$ cat src/rtl/eas_pkg.sv
// Shared constants and helpers for the event/action sequencer.
// Assumes a single clock domain and that every user of it writes eas_pkg::name.
package eas_pkg;

    ////////////////////////////////////////////////////////////////////////
    // Sequence sizing
    localparam int unsigned PAIRS_MAX = 20;
    localparam int unsigned IDX_W     = 5;
    localparam logic [IDX_W-1:0] IDX_ZERO  = 5'h00;
    localparam logic [IDX_W-1:0] IDX_ONE   = 5'h01;
    localparam logic [IDX_W-1:0] PAIRS_TOP = 5'h14;
    localparam int unsigned ACT_W     = 5;
    localparam logic [ACT_W-1:0] ACT_NONE  = 5'h00;

    ////////////////////////////////////////////////////////////////////////
    // Boolean sources
    localparam int unsigned STATUS_W  = 16;
    localparam int unsigned DIN_W     = 8;
    localparam int unsigned TIMER_N   = 4;
    localparam int unsigned CMP_N     = 4;
    localparam int unsigned RULE_N    = 4;
    localparam int unsigned RULE_IN_N = 3;

    // Operand vector layout, one select code per bit
    localparam int unsigned OP_FALSE       = 0;
    localparam int unsigned OP_TRUE        = 1;
    localparam int unsigned OP_STATUS_BASE = 2;
    localparam int unsigned OP_DIN_BASE    = 18;
    localparam int unsigned OP_TIMER_BASE  = 26;
    localparam int unsigned OP_CMP_BASE    = 30;
    localparam int unsigned OP_RULE_BASE   = 34;
    localparam int unsigned OPERAND_W      = 38;
    localparam int unsigned SEL_W          = 6;

    // In the rule view the rule slots carry sequence events instead
    localparam int unsigned EV_FIRED_SLOT   = 0;
    localparam int unsigned EV_RUNNING_SLOT = 1;

    ////////////////////////////////////////////////////////////////////////
    // Comparators
    localparam int unsigned VAR_N     = 4;
    localparam int unsigned VAR_W     = 16;
    localparam int unsigned VSEL_W    = 2;
    localparam logic [1:0]  CMP_LESS  = 2'h0;
    localparam logic [1:0]  CMP_EQUAL = 2'h1;
    localparam logic [1:0]  CMP_MORE  = 2'h2;
    localparam logic [1:0]  CMP_DIFF  = 2'h3;

    // Logic rule operators
    localparam logic OPR_AND = 1'b0;
    localparam logic OPR_OR  = 1'b1;

    ////////////////////////////////////////////////////////////////////////
    // Out-of-range codes read as false
    function automatic logic pick_bit(
        input logic [OPERAND_W-1:0] vec,
        input logic [SEL_W-1:0]     sel
    );
        logic r;
        r = 1'b0;
        if (int'(sel) < OPERAND_W)
        begin
            r = vec[sel];
        end
        return r;
    endfunction : pick_bit

endpackage : eas_pkg

$ cat src/rtl/eas_logic_rule.sv
// One boolean logic rule: up to three selected operands joined left to right.
// Assumes the operand vector is stable within the cycle; purely combinational.
`timescale 1ns/1ps
module eas_logic_rule (
    input  wire logic [eas_pkg::OPERAND_W-1:0]              operand_vec_in,
    input  wire logic [eas_pkg::RULE_IN_N*eas_pkg::SEL_W-1:0] select_in,
    input  wire logic [eas_pkg::RULE_IN_N-1:0]              invert_in,
    input  wire logic [eas_pkg::RULE_IN_N-1:0]              enable_in,
    input  wire logic [eas_pkg::RULE_IN_N-2:0]              operator_in,
    output logic                                            result_out
);

    ////////////////////////////////////////////////////////////////////////
    logic [eas_pkg::RULE_IN_N-1:0] term;
    logic                          acc;
    logic                          have;

    // Disabled operands drop out, so one or two inputs also work
    always_comb
    begin
        acc  = 1'b0;
        have = 1'b0;
        for (int i = 0; i < eas_pkg::RULE_IN_N; i++)
        begin
            term[i] = eas_pkg::pick_bit(operand_vec_in,
                          select_in[i*eas_pkg::SEL_W +: eas_pkg::SEL_W])
                      ^ invert_in[i];
            if (enable_in[i])
            begin
                if (!have)
                begin
                    acc = term[i];
                end
                else if (operator_in[(i > 0) ? i - 1 : 0] == eas_pkg::OPR_OR)
                begin
                    acc = acc | term[i];
                end
                else
                begin
                    acc = acc & term[i];
                end
                have = 1'b1;
            end
        end
        result_out = acc;
    end

endmodule : eas_logic_rule

$ cat src/rtl/eas_sequencer.sv
// Event/action sequencer with comparators and logic rules.
// Assumes all inputs synchronous to clk_in and a one-cycle scan strobe.
`timescale 1ns/1ps
module eas_sequencer (
    input  wire logic                   clk_in,
    input  wire logic                   rst_n_in,
    input  wire logic                   scan_strobe_in,
    input  wire logic                   start_in,
    input  wire logic                   stop_in,
    input  wire logic [4:0]             num_pairs_in,
    input  wire logic [119:0]           sequencer_event_select_in,
    input  wire logic [99:0]            sequencer_action_select_in,
    input  wire logic [15:0]            status_in,
    input  wire logic [7:0]             digital_in,
    input  wire logic [3:0]             timer_in,
    input  wire logic [63:0]            variable_in,
    input  wire logic [7:0]             cmp_var_select_in,
    input  wire logic [7:0]             cmp_op_in,
    input  wire logic [63:0]            cmp_preset_in,
    input  wire logic [71:0]            rule_operand_select_in,
    input  wire logic [11:0]            rule_operand_invert_in,
    input  wire logic [11:0]            rule_operand_enable_in,
    input  wire logic [7:0]             rule_operator_in,
    output logic                        running_out,
    output logic [4:0]                  seq_index_out,
    output logic                        action_valid_out,
    output logic [4:0]                  action_code_out,
    output logic [4:0]                  action_index_out,
    output logic                        event_true_out,
    output logic [3:0]                  comparator_out,
    output logic [3:0]                  rule_out
);

    ////////////////////////////////////////////////////////////////////////
    // Types and state
    typedef enum logic [1:0] {
        EAS_IDLE = 2'b01,
        EAS_RUN  = 2'b10
    } eas_state_type;

    eas_state_type                   state_reg;
    eas_state_type                   state_next;
    logic [eas_pkg::IDX_W-1:0]       seq_index_reg;
    logic [eas_pkg::IDX_W-1:0]       seq_index_next;
    logic                            action_valid_reg;
    logic [eas_pkg::ACT_W-1:0]       action_code_reg;
    logic [eas_pkg::IDX_W-1:0]       action_index_reg;
    logic                            event_true_reg;
    logic [eas_pkg::CMP_N-1:0]       comparator_reg;
    logic [eas_pkg::RULE_N-1:0]      rule_reg;

    logic [eas_pkg::CMP_N-1:0]       cmp_result;
    logic [eas_pkg::RULE_N-1:0]      rule_result;
    logic [eas_pkg::OPERAND_W-1:0]   event_vec;
    logic [eas_pkg::OPERAND_W-1:0]   rule_vec;
    logic [eas_pkg::IDX_W-1:0]       last_index;
    logic [eas_pkg::SEL_W-1:0]       cur_event_sel;
    logic                            cur_event_true;
    logic                            scan_eval;
    logic                            fire;

    ////////////////////////////////////////////////////////////////////////
    // Helpers
    function automatic logic [eas_pkg::IDX_W-1:0] clamp_pairs(
        input logic [eas_pkg::IDX_W-1:0] n
    );
        logic [eas_pkg::IDX_W-1:0] r;
        r = n;
        if (n == eas_pkg::IDX_ZERO)
        begin
            r = eas_pkg::IDX_ONE;
        end
        else if (n > eas_pkg::PAIRS_TOP)
        begin
            r = eas_pkg::PAIRS_TOP;
        end
        return r;
    endfunction : clamp_pairs

    function automatic logic compare(
        input logic [eas_pkg::VAR_W-1:0] value,
        input logic [eas_pkg::VAR_W-1:0] preset,
        input logic [1:0]                op
    );
        logic r;
        case (op)
            eas_pkg::CMP_LESS:  r = value < preset;
            eas_pkg::CMP_EQUAL: r = value == preset;
            eas_pkg::CMP_MORE:  r = value > preset;
            eas_pkg::CMP_DIFF:  r = value != preset;
            default:            r = 1'b0;
        endcase
        return r;
    endfunction : compare

    ////////////////////////////////////////////////////////////////////////
    // Comparators, unsigned so a preset of zero never matches "less"
    always_comb
    begin
        for (int c = 0; c < eas_pkg::CMP_N; c++)
        begin
            cmp_result[c] = compare(
                variable_in[int'(cmp_var_select_in[c*eas_pkg::VSEL_W +:
                    eas_pkg::VSEL_W]) * eas_pkg::VAR_W +: eas_pkg::VAR_W],
                cmp_preset_in[c*eas_pkg::VAR_W +: eas_pkg::VAR_W],
                cmp_op_in[c*2 +: 2]);
        end
    end

    ////////////////////////////////////////////////////////////////////////
    // Operand vectors; rules see sequence events in place of other rules,
    // which keeps rule outputs free of combinational loops
    always_comb
    begin
        event_vec = '0;
        event_vec[eas_pkg::OP_TRUE] = 1'b1;
        event_vec[eas_pkg::OP_STATUS_BASE +: eas_pkg::STATUS_W] = status_in;
        event_vec[eas_pkg::OP_DIN_BASE +: eas_pkg::DIN_W]       = digital_in;
        event_vec[eas_pkg::OP_TIMER_BASE +: eas_pkg::TIMER_N]   = timer_in;
        event_vec[eas_pkg::OP_CMP_BASE +: eas_pkg::CMP_N]       = cmp_result;
        event_vec[eas_pkg::OP_RULE_BASE +: eas_pkg::RULE_N]     = rule_result;
        rule_vec = event_vec;
        rule_vec[eas_pkg::OP_RULE_BASE +: eas_pkg::RULE_N] = '0;
        rule_vec[eas_pkg::OP_RULE_BASE + eas_pkg::EV_FIRED_SLOT] =
            event_true_reg;
        rule_vec[eas_pkg::OP_RULE_BASE + eas_pkg::EV_RUNNING_SLOT] =
            (state_reg == EAS_RUN);
    end

    ////////////////////////////////////////////////////////////////////////
    // Logic rules
    for (genvar g = 0; g < eas_pkg::RULE_N; g++)
    begin : g_rule
        eas_logic_rule u_rule (
            .operand_vec_in (rule_vec),
            .select_in      (rule_operand_select_in[
                                g*eas_pkg::RULE_IN_N*eas_pkg::SEL_W +:
                                eas_pkg::RULE_IN_N*eas_pkg::SEL_W]),
            .invert_in      (rule_operand_invert_in[
                                g*eas_pkg::RULE_IN_N +: eas_pkg::RULE_IN_N]),
            .enable_in      (rule_operand_enable_in[
                                g*eas_pkg::RULE_IN_N +: eas_pkg::RULE_IN_N]),
            .operator_in    (rule_operator_in[
                                g*(eas_pkg::RULE_IN_N-1) +:
                                (eas_pkg::RULE_IN_N-1)]),
            .result_out     (rule_result[g])
        );
    end

    ////////////////////////////////////////////////////////////////////////
    // Event selection for the single current index
    always_comb
    begin
        last_index    = clamp_pairs(num_pairs_in) - eas_pkg::IDX_ONE;
        cur_event_sel = sequencer_event_select_in[
                            int'(seq_index_reg)*eas_pkg::SEL_W +:
                            eas_pkg::SEL_W];
        cur_event_true = eas_pkg::pick_bit(event_vec, cur_event_sel);
        scan_eval = scan_strobe_in && (state_reg == EAS_RUN)
                    && !stop_in;
        fire = scan_eval && cur_event_true;
    end

    // Stop beats start when both arrive together
    always_comb
    begin
        state_next = state_reg;
        case (state_reg)
            EAS_IDLE:
            begin
                if (start_in && !stop_in)
                begin
                    state_next = EAS_RUN;
                end
            end
            EAS_RUN:
            begin
                if (stop_in)
                begin
                    state_next = EAS_IDLE;
                end
            end
            default:
            begin
                state_next = EAS_IDLE;
            end
        endcase
    end

    always_comb
    begin
        seq_index_next = seq_index_reg;
        if (stop_in || state_reg != EAS_RUN)
        begin
            seq_index_next = eas_pkg::IDX_ZERO;
        end
        else if (fire)
        begin
            if (seq_index_reg >= last_index)
            begin
                seq_index_next = eas_pkg::IDX_ZERO;
            end
            else
            begin
                seq_index_next = seq_index_reg + eas_pkg::IDX_ONE;
            end
        end
    end

    ////////////////////////////////////////////////////////////////////////
    // State and index
    always_ff @(posedge clk_in)
    begin
        if (!rst_n_in)
        begin
            state_reg     <= EAS_IDLE;
            seq_index_reg <= eas_pkg::IDX_ZERO;
        end
        else
        begin
            state_reg     <= state_next;
            seq_index_reg <= seq_index_next;
        end
    end

    // Action output: one-cycle pulse, code and index held until next fire
    always_ff @(posedge clk_in)
    begin
        if (!rst_n_in)
        begin
            action_valid_reg <= 1'b0;
            action_code_reg  <= eas_pkg::ACT_NONE;
            action_index_reg <= eas_pkg::IDX_ZERO;
        end
        else
        begin
            action_valid_reg <= fire;
            if (fire)
            begin
                action_code_reg  <= sequencer_action_select_in[
                                        int'(seq_index_reg)*eas_pkg::ACT_W +:
                                        eas_pkg::ACT_W];
                action_index_reg <= seq_index_reg;
            end
        end
    end

    // Observed results: event result captured at each evaluation, comparators and rules every cycle
    always_ff @(posedge clk_in)
    begin
        if (!rst_n_in)
        begin
            event_true_reg <= 1'b0;
        end
        else if (stop_in || state_reg != EAS_RUN)
        begin
            event_true_reg <= 1'b0;
        end
        else if (scan_eval)
        begin
            event_true_reg <= cur_event_true;
        end
    end

    always_ff @(posedge clk_in)
    begin
        if (!rst_n_in)
        begin
            comparator_reg <= '0;
            rule_reg       <= '0;
        end
        else
        begin
            comparator_reg <= cmp_result;
            rule_reg       <= rule_result;
        end
    end

    ////////////////////////////////////////////////////////////////////////
    // Outputs
    assign running_out      = (state_reg == EAS_RUN);
    assign seq_index_out    = seq_index_reg;
    assign action_valid_out = action_valid_reg;
    assign action_code_out  = action_code_reg;
    assign action_index_out = action_index_reg;
    assign event_true_out   = event_true_reg;
    assign comparator_out   = comparator_reg;
    assign rule_out         = rule_reg;

endmodule : eas_sequencer

$ cat config.mk
export PLATFORM = sky130hd
export DESIGN_NAME = eas_sequencer
export DESIGN_NICKNAME = d
export VERILOG_FILES = /design/src/rtl/eas_pkg.sv /design/src/rtl/eas_logic_rule.sv /design/src/rtl/eas_sequencer.sv
export SDC_FILE = /design/constraint.sdc
export NUM_CORES = 1
export LEC_CHECK = 0
export BUFFER_PORTS_ARGS = -buffer_cell sky130_fd_sc_hd__buf_2
export CAP_MARGIN = 20
export CELL_PAD_IN_SITES_DETAIL_PLACEMENT = 1
export CELL_PAD_IN_SITES_GLOBAL_PLACEMENT = 1
export CORE_AREA = 2 2 206 208
export CTS_BUF_LIST = sky130_fd_sc_hd__clkbuf_16
export CTS_CLUSTER_SIZE = 25
export DETAILED_ROUTE_END_ITERATION = 10
export DIE_AREA = 0 0 208 210
export PLACE_DENSITY_LB_ADDON = 0.2
export SLEW_MARGIN = 20
export SYNTH_ARGS = -nofsm -noshare
export SYNTH_HDL_FRONTEND = slang
export SYNTH_SLANG_ARGS = --single-unit
$ cat constraint.sdc
create_clock -name clk_in -period 7 [get_ports clk_in]
set_input_delay 0.35 -clock clk_in [delete_from_list [all_inputs] [get_ports clk_in]]
set_output_delay 0.35 -clock clk_in [all_outputs]
set_load 0.01 [all_outputs]
### After elaboration in Yosys (flattened, before gate mapping)

Cells that the tools add are included.

* flip-flop bits (word level): 27
* bits of input ports: 506
* logic and storage cells: 206

* add/sub/neg operators: 2
* $mul: 2
* $lt $le $gt $ge: 36
* equality and inequality tests: 25
* shift operators: 6
* multiplexer cells: 85
* bitwise logic cells: 29
* reduce and logical (&&, ||, !) cells: 13

Operator list (number)
* $shiftx A64 B7 Y16: 4
* $shiftx A120 B9 Y6: 1
* $shiftx A100 B9 Y5: 1
* $lt A6 B7 Y1 const B: 13
* $bmux W1 S6: 13
* $lt A6 B6 Y1 const B: 13
* $eq A16 B16 Y1: 4
* $gt A16 B16 Y1: 4
* $lt A16 B16 Y1: 4
* $ne A16 B16 Y1: 4
* $mux W1: 62
* $eq A2 B2 Y1 const B: 9
* $pmux W1 S4: 4
* $mux W5: 3
* $xor A1 B1 Y1: 12
* $eq A2 B1 Y1 const B: 5
* $and A1 B1 Y1: 8
* $logic_not A2 Y1: 4
* $mul A5 B3 Y8 const B: 1
* $or A1 B1 Y1: 8
* $mul A5 B2 Y7 const B: 1
* $ne A2 B2 Y1 const B: 3
* $add A5 B1 Y5 const B: 1
* $ge A5 B5 Y1: 1
* other kinds (11): 15

### Longest topological paths before layout

* depth after elaboration: 20
* mapped depth: 20
* gate-level depth less buffers: 17

### Hierarchy

A second synthesis with hierarchy kept.

* cell total of the unflattened synthesis: 1165
* area total of the unflattened synthesis: 11628.7 um^2

Modules (own cells, without submodules)
* eas_sequencer: instances 1, cells each 671, area each 6698.9 um^2, seq. area each 540.5 um^2
* eas_logic_rule (g_rule[0].u_rule ...): instances 3, cells each 126, area each 1242.4 um^2, seq. area each 0.0 um^2
* eas_logic_rule (g_rule[2].u_rule): instances 1, cells each 116, area each 1202.4 um^2, seq. area each 0.0 um^2

### Worst setup path after synthesis

Ideal clock, no wire load.

* path type: in2reg
* start point: input cmp_var_select_in[0]
* end point: register seq_index_reg, in the netlist seq_index_out[4]
* library setup time: 0.069 ns
* data arrival time: 5.455 ns
* setup slack: 1.476 ns
* stages on the path: 19
* buffers on the path: 3
* cell sequence: clkbuf_1 > buf_1 > mux4_2 > ha_1 > nand4_1 > or4_1 > or3b_1 > o41ai_2 > nor3_1 > or4b_1 > o311a_1 > xnor2_1 > o32ai_1 > a21oi_1 > nor4_1 > o31ai_4 > buf_6 > a211o_1 > o21ai_1

* longest elaborated chain between the ends: 20

RTL lines
* start, declared: RTL line eas_sequencer.sv:17 `input wire logic [7:0] cmp_var_select_in,`
* $shiftx A64 B7 Y16 (*): RTL line eas_sequencer.sv:103 `variable_in[int'(cmp_var_select_in[c*eas_pkg::VSEL_W +:`
* $gt A16 B16 Y1, or another cell as far along: RTL line eas_sequencer.sv:89 `eas_pkg::CMP_MORE: r = value > preset;`
* $pmux W1 S4 (*): RTL line eas_sequencer.sv:86 `case (op)`
* $bmux W1 S6: RTL line eas_pkg.sv:63 `r = vec[sel];`
* $mux W1 (not written as such): RTL line eas_pkg.sv:63
* $mux W1: RTL line eas_pkg.sv:61 `if (int'(sel) < OPERAND_W)`
* $xor A1 B1 Y1: RTL line eas_logic_rule.sv:27 `^ invert_in[i];`
* $mux W1: RTL line eas_logic_rule.sv:28 `if (enable_in[i])`
* [... 4 more ...]
* $and A1 B1 Y1 or $or A1 B1 Y1 (tied branches): RTL line eas_logic_rule.sv:40, eas_logic_rule.sv:36
* $mux W1: RTL line eas_logic_rule.sv:34 `else if (operator_in[(i > 0) ? i - 1 : 0] == eas_pkg::OPR_OR)`
* $mux W1: RTL line eas_logic_rule.sv:30 `if (!have)`
* $mux W1: RTL line eas_logic_rule.sv:28
* $bmux W1 S6 (*): RTL line eas_pkg.sv:63
* $mux W1 (not written as such) (*): RTL line eas_pkg.sv:63
* $mux W1 (*): RTL line eas_pkg.sv:61
* $logic_and A1 B1 Y1 (*): RTL line eas_sequencer.sv:161 `fire = scan_eval && cur_event_true;`
* end signal, assigned: RTL line eas_sequencer.sv:217 `seq_index_reg <= eas_pkg::IDX_ZERO;`
* end signal, assigned: RTL line eas_sequencer.sv:222 `seq_index_reg <= seq_index_next;`
* end, declared: RTL line eas_sequencer.sv:43 `logic [eas_pkg::IDX_W-1:0] seq_index_reg;`

Mark *: on every way between the ends. The rest lies on a longest branch, timed or not. The select of a mux whose other input is x is not followed.
A chain may end at the register's enable or synchronous reset.

### Worst setup path after layout

* start point: input cmp_var_select_in[0]
* end point: register seq_index_reg, in the netlist seq_index_out[3]

Same word-level chain as after synthesis.

==> flow_results.xml <==
<?xml version="1.0" encoding="UTF-8"?>
<metrics>
  <group name="status">
    <metric name="run_status" unit="">complete, no violations</metric>
  </group>
  <group name="yosys">
    <metric name="netlist_instances" unit="">1129</metric>
    <metric name="synth_compound_gate_area_share" unit="%">17.6</metric>
    <metric name="post_synth_num_cell_types" unit="">85</metric>
    <metric name="synthSimpleGateAreaFrac" unit="%">14.0</metric>
    <metric name="asyncSetResetFlopFracSynth" unit="%">0</metric>
    <metric name="main_combinational_cell_family_by_area_after_synthesis" unit="">multiplexers</metric>
    <metric name="share_of_synthesized_area_spent_on_multiplexers" unit="%">46.8</metric>
    <metric name="synth-edff-count" unit="">0</metric>
    <metric name="synth-warning-count" unit="">0</metric>
    <metric name="synth-seq-area-share" unit="%">4.94</metric>
    <metric name="synth_adder_area_share" unit="%">8.11</metric>
    <metric name="synthesized_area" unit="sq um">11000</metric>
    <metric name="post_synthesis_net_count" unit="">1706</metric>
    <metric name="ys_ff_latch" unit="">27</metric>
    <metric name="synth-main-ff-cell" unit="">sky130_fd_sc_hd__dfxtp_1</metric>
    <metric name="synth_xor_xnor_area_share" unit="%">0.640</metric>
    <metric name="avgSynthCellArea" unit="sq um">9.70</metric>
  </group>
  <group name="clock_tree">
    <metric name="postCtsSetupBuffers" unit="">0</metric>
    <metric name="clockBufferDepth" unit="">2</metric>
    <metric name="clkSlewWorstSetupHoldPaths" unit="ns">0.07</metric>
    <metric name="insertion_delay" unit="ns">0.26</metric>
    <metric name="cts.htree.levels" unit="">1</metric>
    <metric name="cts-buffers-inserted" unit="">3</metric>
    <metric name="clock-sinks" unit="">27</metric>
    <metric name="postCtsResizedCells" unit="">0</metric>
    <metric name="clock_tree_from_tritoncts" unit="">done</metric>
    <metric name="hold_buffers" unit="">0</metric>
    <metric name="ctsRootBufferMaster" unit="">sky130_fd_sc_hd__clkbuf_16</metric>
  </group>
  <group name="grt">
    <metric name="antenna_found_initial" unit="">20</metric>
    <metric name="globalRoute.totalOverflow" unit="">0</metric>
    <metric name="combined_global_route_utilization_of_all_metal_layers" unit="%">26.4</metric>
    <metric name="grt_start_max_net_pins" unit="">38</metric>
    <metric name="grt_pass1_vias" unit="">13400</metric>
    <metric name="global_route_wire_length_before_repair" unit="microns">87600</metric>
  </group>
  <group name="pwr">
    <metric name="leakage" unit="nW">6.13</metric>
    <metric name="powerDensity" unit="nW/um^2">81.3</metric>
    <metric name="ir_drop" unit="mV">0.0743</metric>
    <metric name="design_power_total" unit="W">0.00114</metric>
  </group>
  <group name="floorplan">
    <metric name="start_util" unit="%">26.4</metric>
    <metric name="design.portCount" unit="">532</metric>
    <metric name="core" unit="sq um">41500</metric>
    <metric name="dieArea" unit="sq um">43700</metric>
    <metric name="die_outline_width" unit="microns">208</metric>
    <metric name="std_cell_rows" unit="">75</metric>
    <metric name="die_height" unit="microns">210</metric>
  </group>
  <group name="worst_setup_path">
    <metric name="startpoint_type" unit="">input port</metric>
    <metric name="timing.critical_path.arrival" unit="ns">6.37</metric>
    <metric name="rr_worst_depth" unit="">15</metric>
    <metric name="r2r_start" unit="">seq_index_out[0]</metric>
    <metric name="criticalPathCategory" unit="">in2reg</metric>
    <metric name="reg2reg_setup_slack" unit="ns">1.67</metric>
    <metric name="critPathMaxFanout" unit="">17</metric>
    <metric name="crit_required" unit="ns">7.16</metric>
    <metric name="worst_r2r_endpoint" unit="">seq_index_out[3]</metric>
    <metric name="worstSetupEndpointType" unit="">register</metric>
  </group>
  <group name="place">
    <metric name="post-place-cells" unit="">2101</metric>
    <metric name="detailedPlacementHpwl" unit="microns">48700</metric>
    <metric name="gp_congestion" unit="">0.934</metric>
    <metric name="port_buffers" unit="">531</metric>
  </group>
  <group name="worst_hold_path">
    <metric name="hold_path_end" unit="">rule_out[3]</metric>
    <metric name="hp-start" unit="">rule_operand_enable_in[11]</metric>
    <metric name="holdCritPathClass" unit="">in2reg</metric>
    <metric name="hold-path-cell-count" unit="">2</metric>
  </group>
  <group name="routing">
    <metric name="met3RoutedLength" unit="microns">4660</metric>
    <metric name="met2_wirelength" unit="microns">29900</metric>
    <metric name="via_count" unit="">12500</metric>
    <metric name="post_drt_wl_per_cell" unit="microns">28.0</metric>
    <metric name="dr.pass1.iters" unit="">5</metric>
    <metric name="viasPerCell" unit="">5.92</metric>
    <metric name="final_antenna_net_count" unit="">0</metric>
    <metric name="drt-met1-wl" unit="microns">22800</metric>
    <metric name="detail_route.iter0.violations" unit="">905</metric>
    <metric name="finalWirelength" unit="microns">59200</metric>
    <metric name="dr.max_layer_used" unit="">met5</metric>
    <metric name="remaining_drc_errors" unit="">0</metric>
  </group>
  <group name="layout">
    <metric name="num-nets-final" unit="">2144</metric>
    <metric name="area_growth" unit="%">28.1</metric>
    <metric name="fillers" unit="">5010</metric>
    <metric name="final_cell_count_no_fill" unit="">2117</metric>
    <metric name="drive_above_1_share" unit="%">50.2</metric>
  </group>
  <group name="timing">
    <metric name="worst_clock_skew" unit="ns">0.00385</metric>
    <metric name="timing_worst_slew_pin_value" unit="ns">1.06</metric>
    <metric name="grt_setup_unrepaired" unit="">no</metric>
    <metric name="setup-violations-final" unit="">0</metric>
    <metric name="timing_hold_violations_final" unit="">0</metric>
    <metric name="layout_min_cycle_time" unit="ns">6.22</metric>
    <metric name="maxSlewHeadroom" unit="%">28.8</metric>
    <metric name="slew_viol_final" unit="">0</metric>
    <metric name="fin_setup_tns" unit="ns">0</metric>
    <metric name="max_freq" unit="GHz">0.161</metric>
    <metric name="post-route-period-util" unit="%">88.8</metric>
  </group>
  <group name="run">
    <metric name="max_cap_viol_count" unit="">0</metric>
  </group>
</metrics>
-- synth_stat cells (4+ instances only) --
library cell                instances  area (sq um)
sky130_fd_sc_hd__nor4b_1            7          61.3
sky130_fd_sc_hd__nand4_1           22           138
sky130_fd_sc_hd__nand2_1           70           263
sky130_fd_sc_hd__nand4b_1           5          43.8
sky130_fd_sc_hd__nand3b_1          11          82.6
sky130_fd_sc_hd__nand3_1           27           135
sky130_fd_sc_hd__nor2_1            48           180
sky130_fd_sc_hd__ha_1              71           888
sky130_fd_sc_hd__mux2i_1           25           250
sky130_fd_sc_hd__a21oi_1           65           325
sky130_fd_sc_hd__o2111ai_1          8          70.1
sky130_fd_sc_hd__a22oi_1            5          37.5
sky130_fd_sc_hd__o211a_1           10           100
sky130_fd_sc_hd__o211ai_1          24           180
sky130_fd_sc_hd__and3_1             4          25.0
sky130_fd_sc_hd__o311a_1            5          50.1
sky130_fd_sc_hd__and2_1             4          25.0
sky130_fd_sc_hd__dfxtp_1           27           541
sky130_fd_sc_hd__buf_1             16          60.1
sky130_fd_sc_hd__a31oi_1           12          75.1
sky130_fd_sc_hd__o311ai_0           4          35.0
sky130_fd_sc_hd__buf_2              7          35.0
sky130_fd_sc_hd__nor3b_1            5          37.5
sky130_fd_sc_hd__xor2_1             6          52.6
sky130_fd_sc_hd__mux4_2           212          4770
sky130_fd_sc_hd__nor3_1            20           100
sky130_fd_sc_hd__nand2b_1          18           113
sky130_fd_sc_hd__o21ai_1           10          50.1
sky130_fd_sc_hd__inv_1            104           390
sky130_fd_sc_hd__clkbuf_1          80           300
sky130_fd_sc_hd__nor4_1             9          56.3
sky130_fd_sc_hd__a211oi_1          14           105
sky130_fd_sc_hd__mux2_2             7          78.8
sky130_fd_sc_hd__buf_6              4          45.0
sky130_fd_sc_hd__nor2b_1           11          68.8
sky130_fd_sc_hd__a211o_1            6          52.6
sky130_fd_sc_hd__a2111oi_0          4          35.0
sky130_fd_sc_hd__a311oi_1           8          70.1
sky130_fd_sc_hd__o21a_1             6          45.0
sky130_fd_sc_hd__or2_2              5          31.3
sky130_fd_sc_hd__o21ai_0           47           235
-- metrics by stage --
stage / area (sq um) / hold slack [ns] / worst slack (ns) / utilization (%)
after floorplan: 11000 / 0.464 / 1.48 / -
after global placement: 13900 / 0.445 / 0.782 / 33.6
after detailed placement: 13900 / 0.446 / 0.630 / 33.6
after CTS: 14000 / 0.350 / 0.887 / 33.7
after global routing: 14000 / 0.349 / 0.423 / 33.8
final: 14000 / 0.351 / 0.784 / 33.8
-- cell type report --
type	instances	area, sq um	share of cell area [%]
multi-input combinational	887	9560	68.1
clock buffer	3	75.1	0.535
inverter	105	394	2.81
tap	539	674	4.81
clock inverter	1	3.75	0.0268
sequential	27	546	3.89
timing repair buffer	543	2750	19.6
antenna	12	30.0	0.214
-- kinds of logic (layout without fill, tap and decap cells) --
group                      after synthesis  after routing
other                                    0             12
and+or+nand+nor                        286            286
muxes                                  245            245
AOI/OAI and AO/OA                      277            277
DFF                                     27             27
adders and majority gates               71             71
buffers and inverters                  215            652
xor gates and xnor gates                 8              8
-- worst max path at each step --
stage | to | slack, ns | from
after detailed placement | seq_index_out[3] | 0.63 | cmp_var_select_in[0]
after global routing | seq_index_out[3] | 0.42 | cmp_var_select_in[0]
after global placement | seq_index_out[3] | 0.78 | cmp_var_select_in[0]
after floorplan | seq_index_out[4] | 1.48 | cmp_var_select_in[0]
after CTS | seq_index_out[3] | 0.89 | cmp_var_select_in[0]
final | seq_index_out[3] | 0.78 | cmp_var_select_in[0]
-- layout by cell type, fill, tap and decap left out, types with 7 or more instances in the layout --
cell,instances
sky130_fd_sc_hd__nand2b_1,18
sky130_fd_sc_hd__a31oi_1,12
sky130_fd_sc_hd__o21ai_0,46
sky130_fd_sc_hd__inv_1,105
sky130_fd_sc_hd__o21ai_1,11
sky130_fd_sc_hd__diode_2,12
sky130_fd_sc_hd__mux2i_1,25
sky130_fd_sc_hd__nor4_1,9
sky130_fd_sc_hd__nor2b_1,11
sky130_fd_sc_hd__ha_1,71
sky130_fd_sc_hd__nand3_1,27
sky130_fd_sc_hd__o211a_1,10
sky130_fd_sc_hd__o211ai_1,24
sky130_fd_sc_hd__nand4_1,22
sky130_fd_sc_hd__nor2_1,48
sky130_fd_sc_hd__a211oi_1,14
sky130_fd_sc_hd__buf_4,12
sky130_fd_sc_hd__a311oi_1,8
sky130_fd_sc_hd__o2111ai_1,8
sky130_fd_sc_hd__dfxtp_1,25
sky130_fd_sc_hd__nand2_1,70
sky130_fd_sc_hd__buf_2,531
sky130_fd_sc_hd__mux2_2,7
sky130_fd_sc_hd__mux4_2,212
sky130_fd_sc_hd__nand3b_1,11
sky130_fd_sc_hd__nor3_1,19
sky130_fd_sc_hd__a21oi_1,65
sky130_fd_sc_hd__nor4b_1,7
-- report_power, final --
group          internal, W  switching, W  total (W)
combinational     0.000402      0.000444   0.000846
sequential        0.000159    0.00000281   0.000162
clock            0.0000766     0.0000560   0.000133
total             0.000637      0.000503    0.00114
-- per-layer routing --
layer | up-vias | GRT usage, %
li1 | 5471 | -
met4 | 14 | 7.26
met2 | 653 | 47.5
met5 | - | 0
met3 | 100 | 5.21
met1 | 6293 | 32.1
-- worst max-delay path, stage by stage --
cell	delay, ns
sky130_fd_sc_hd__buf_2	0.45
sky130_fd_sc_hd__mux4_2	0.57
sky130_fd_sc_hd__ha_1	0.31
sky130_fd_sc_hd__nand4_1	0.18
sky130_fd_sc_hd__a2111oi_0	0.84
sky130_fd_sc_hd__o311a_1	0.64
sky130_fd_sc_hd__nor2_1	0.30
sky130_fd_sc_hd__o311a_1	0.35
sky130_fd_sc_hd__o211ai_1	0.28
sky130_fd_sc_hd__xor2_1	0.23
sky130_fd_sc_hd__o2111ai_1	0.13
sky130_fd_sc_hd__o2111a_1	0.18
sky130_fd_sc_hd__o21a_1	0.20
sky130_fd_sc_hd__o31ai_4	0.65
sky130_fd_sc_hd__buf_4	0.33
sky130_fd_sc_hd__a21boi_1	0.09
sky130_fd_sc_hd__a22o_1	0.23
Note: power is estimated with default switching activity, not from simulation.
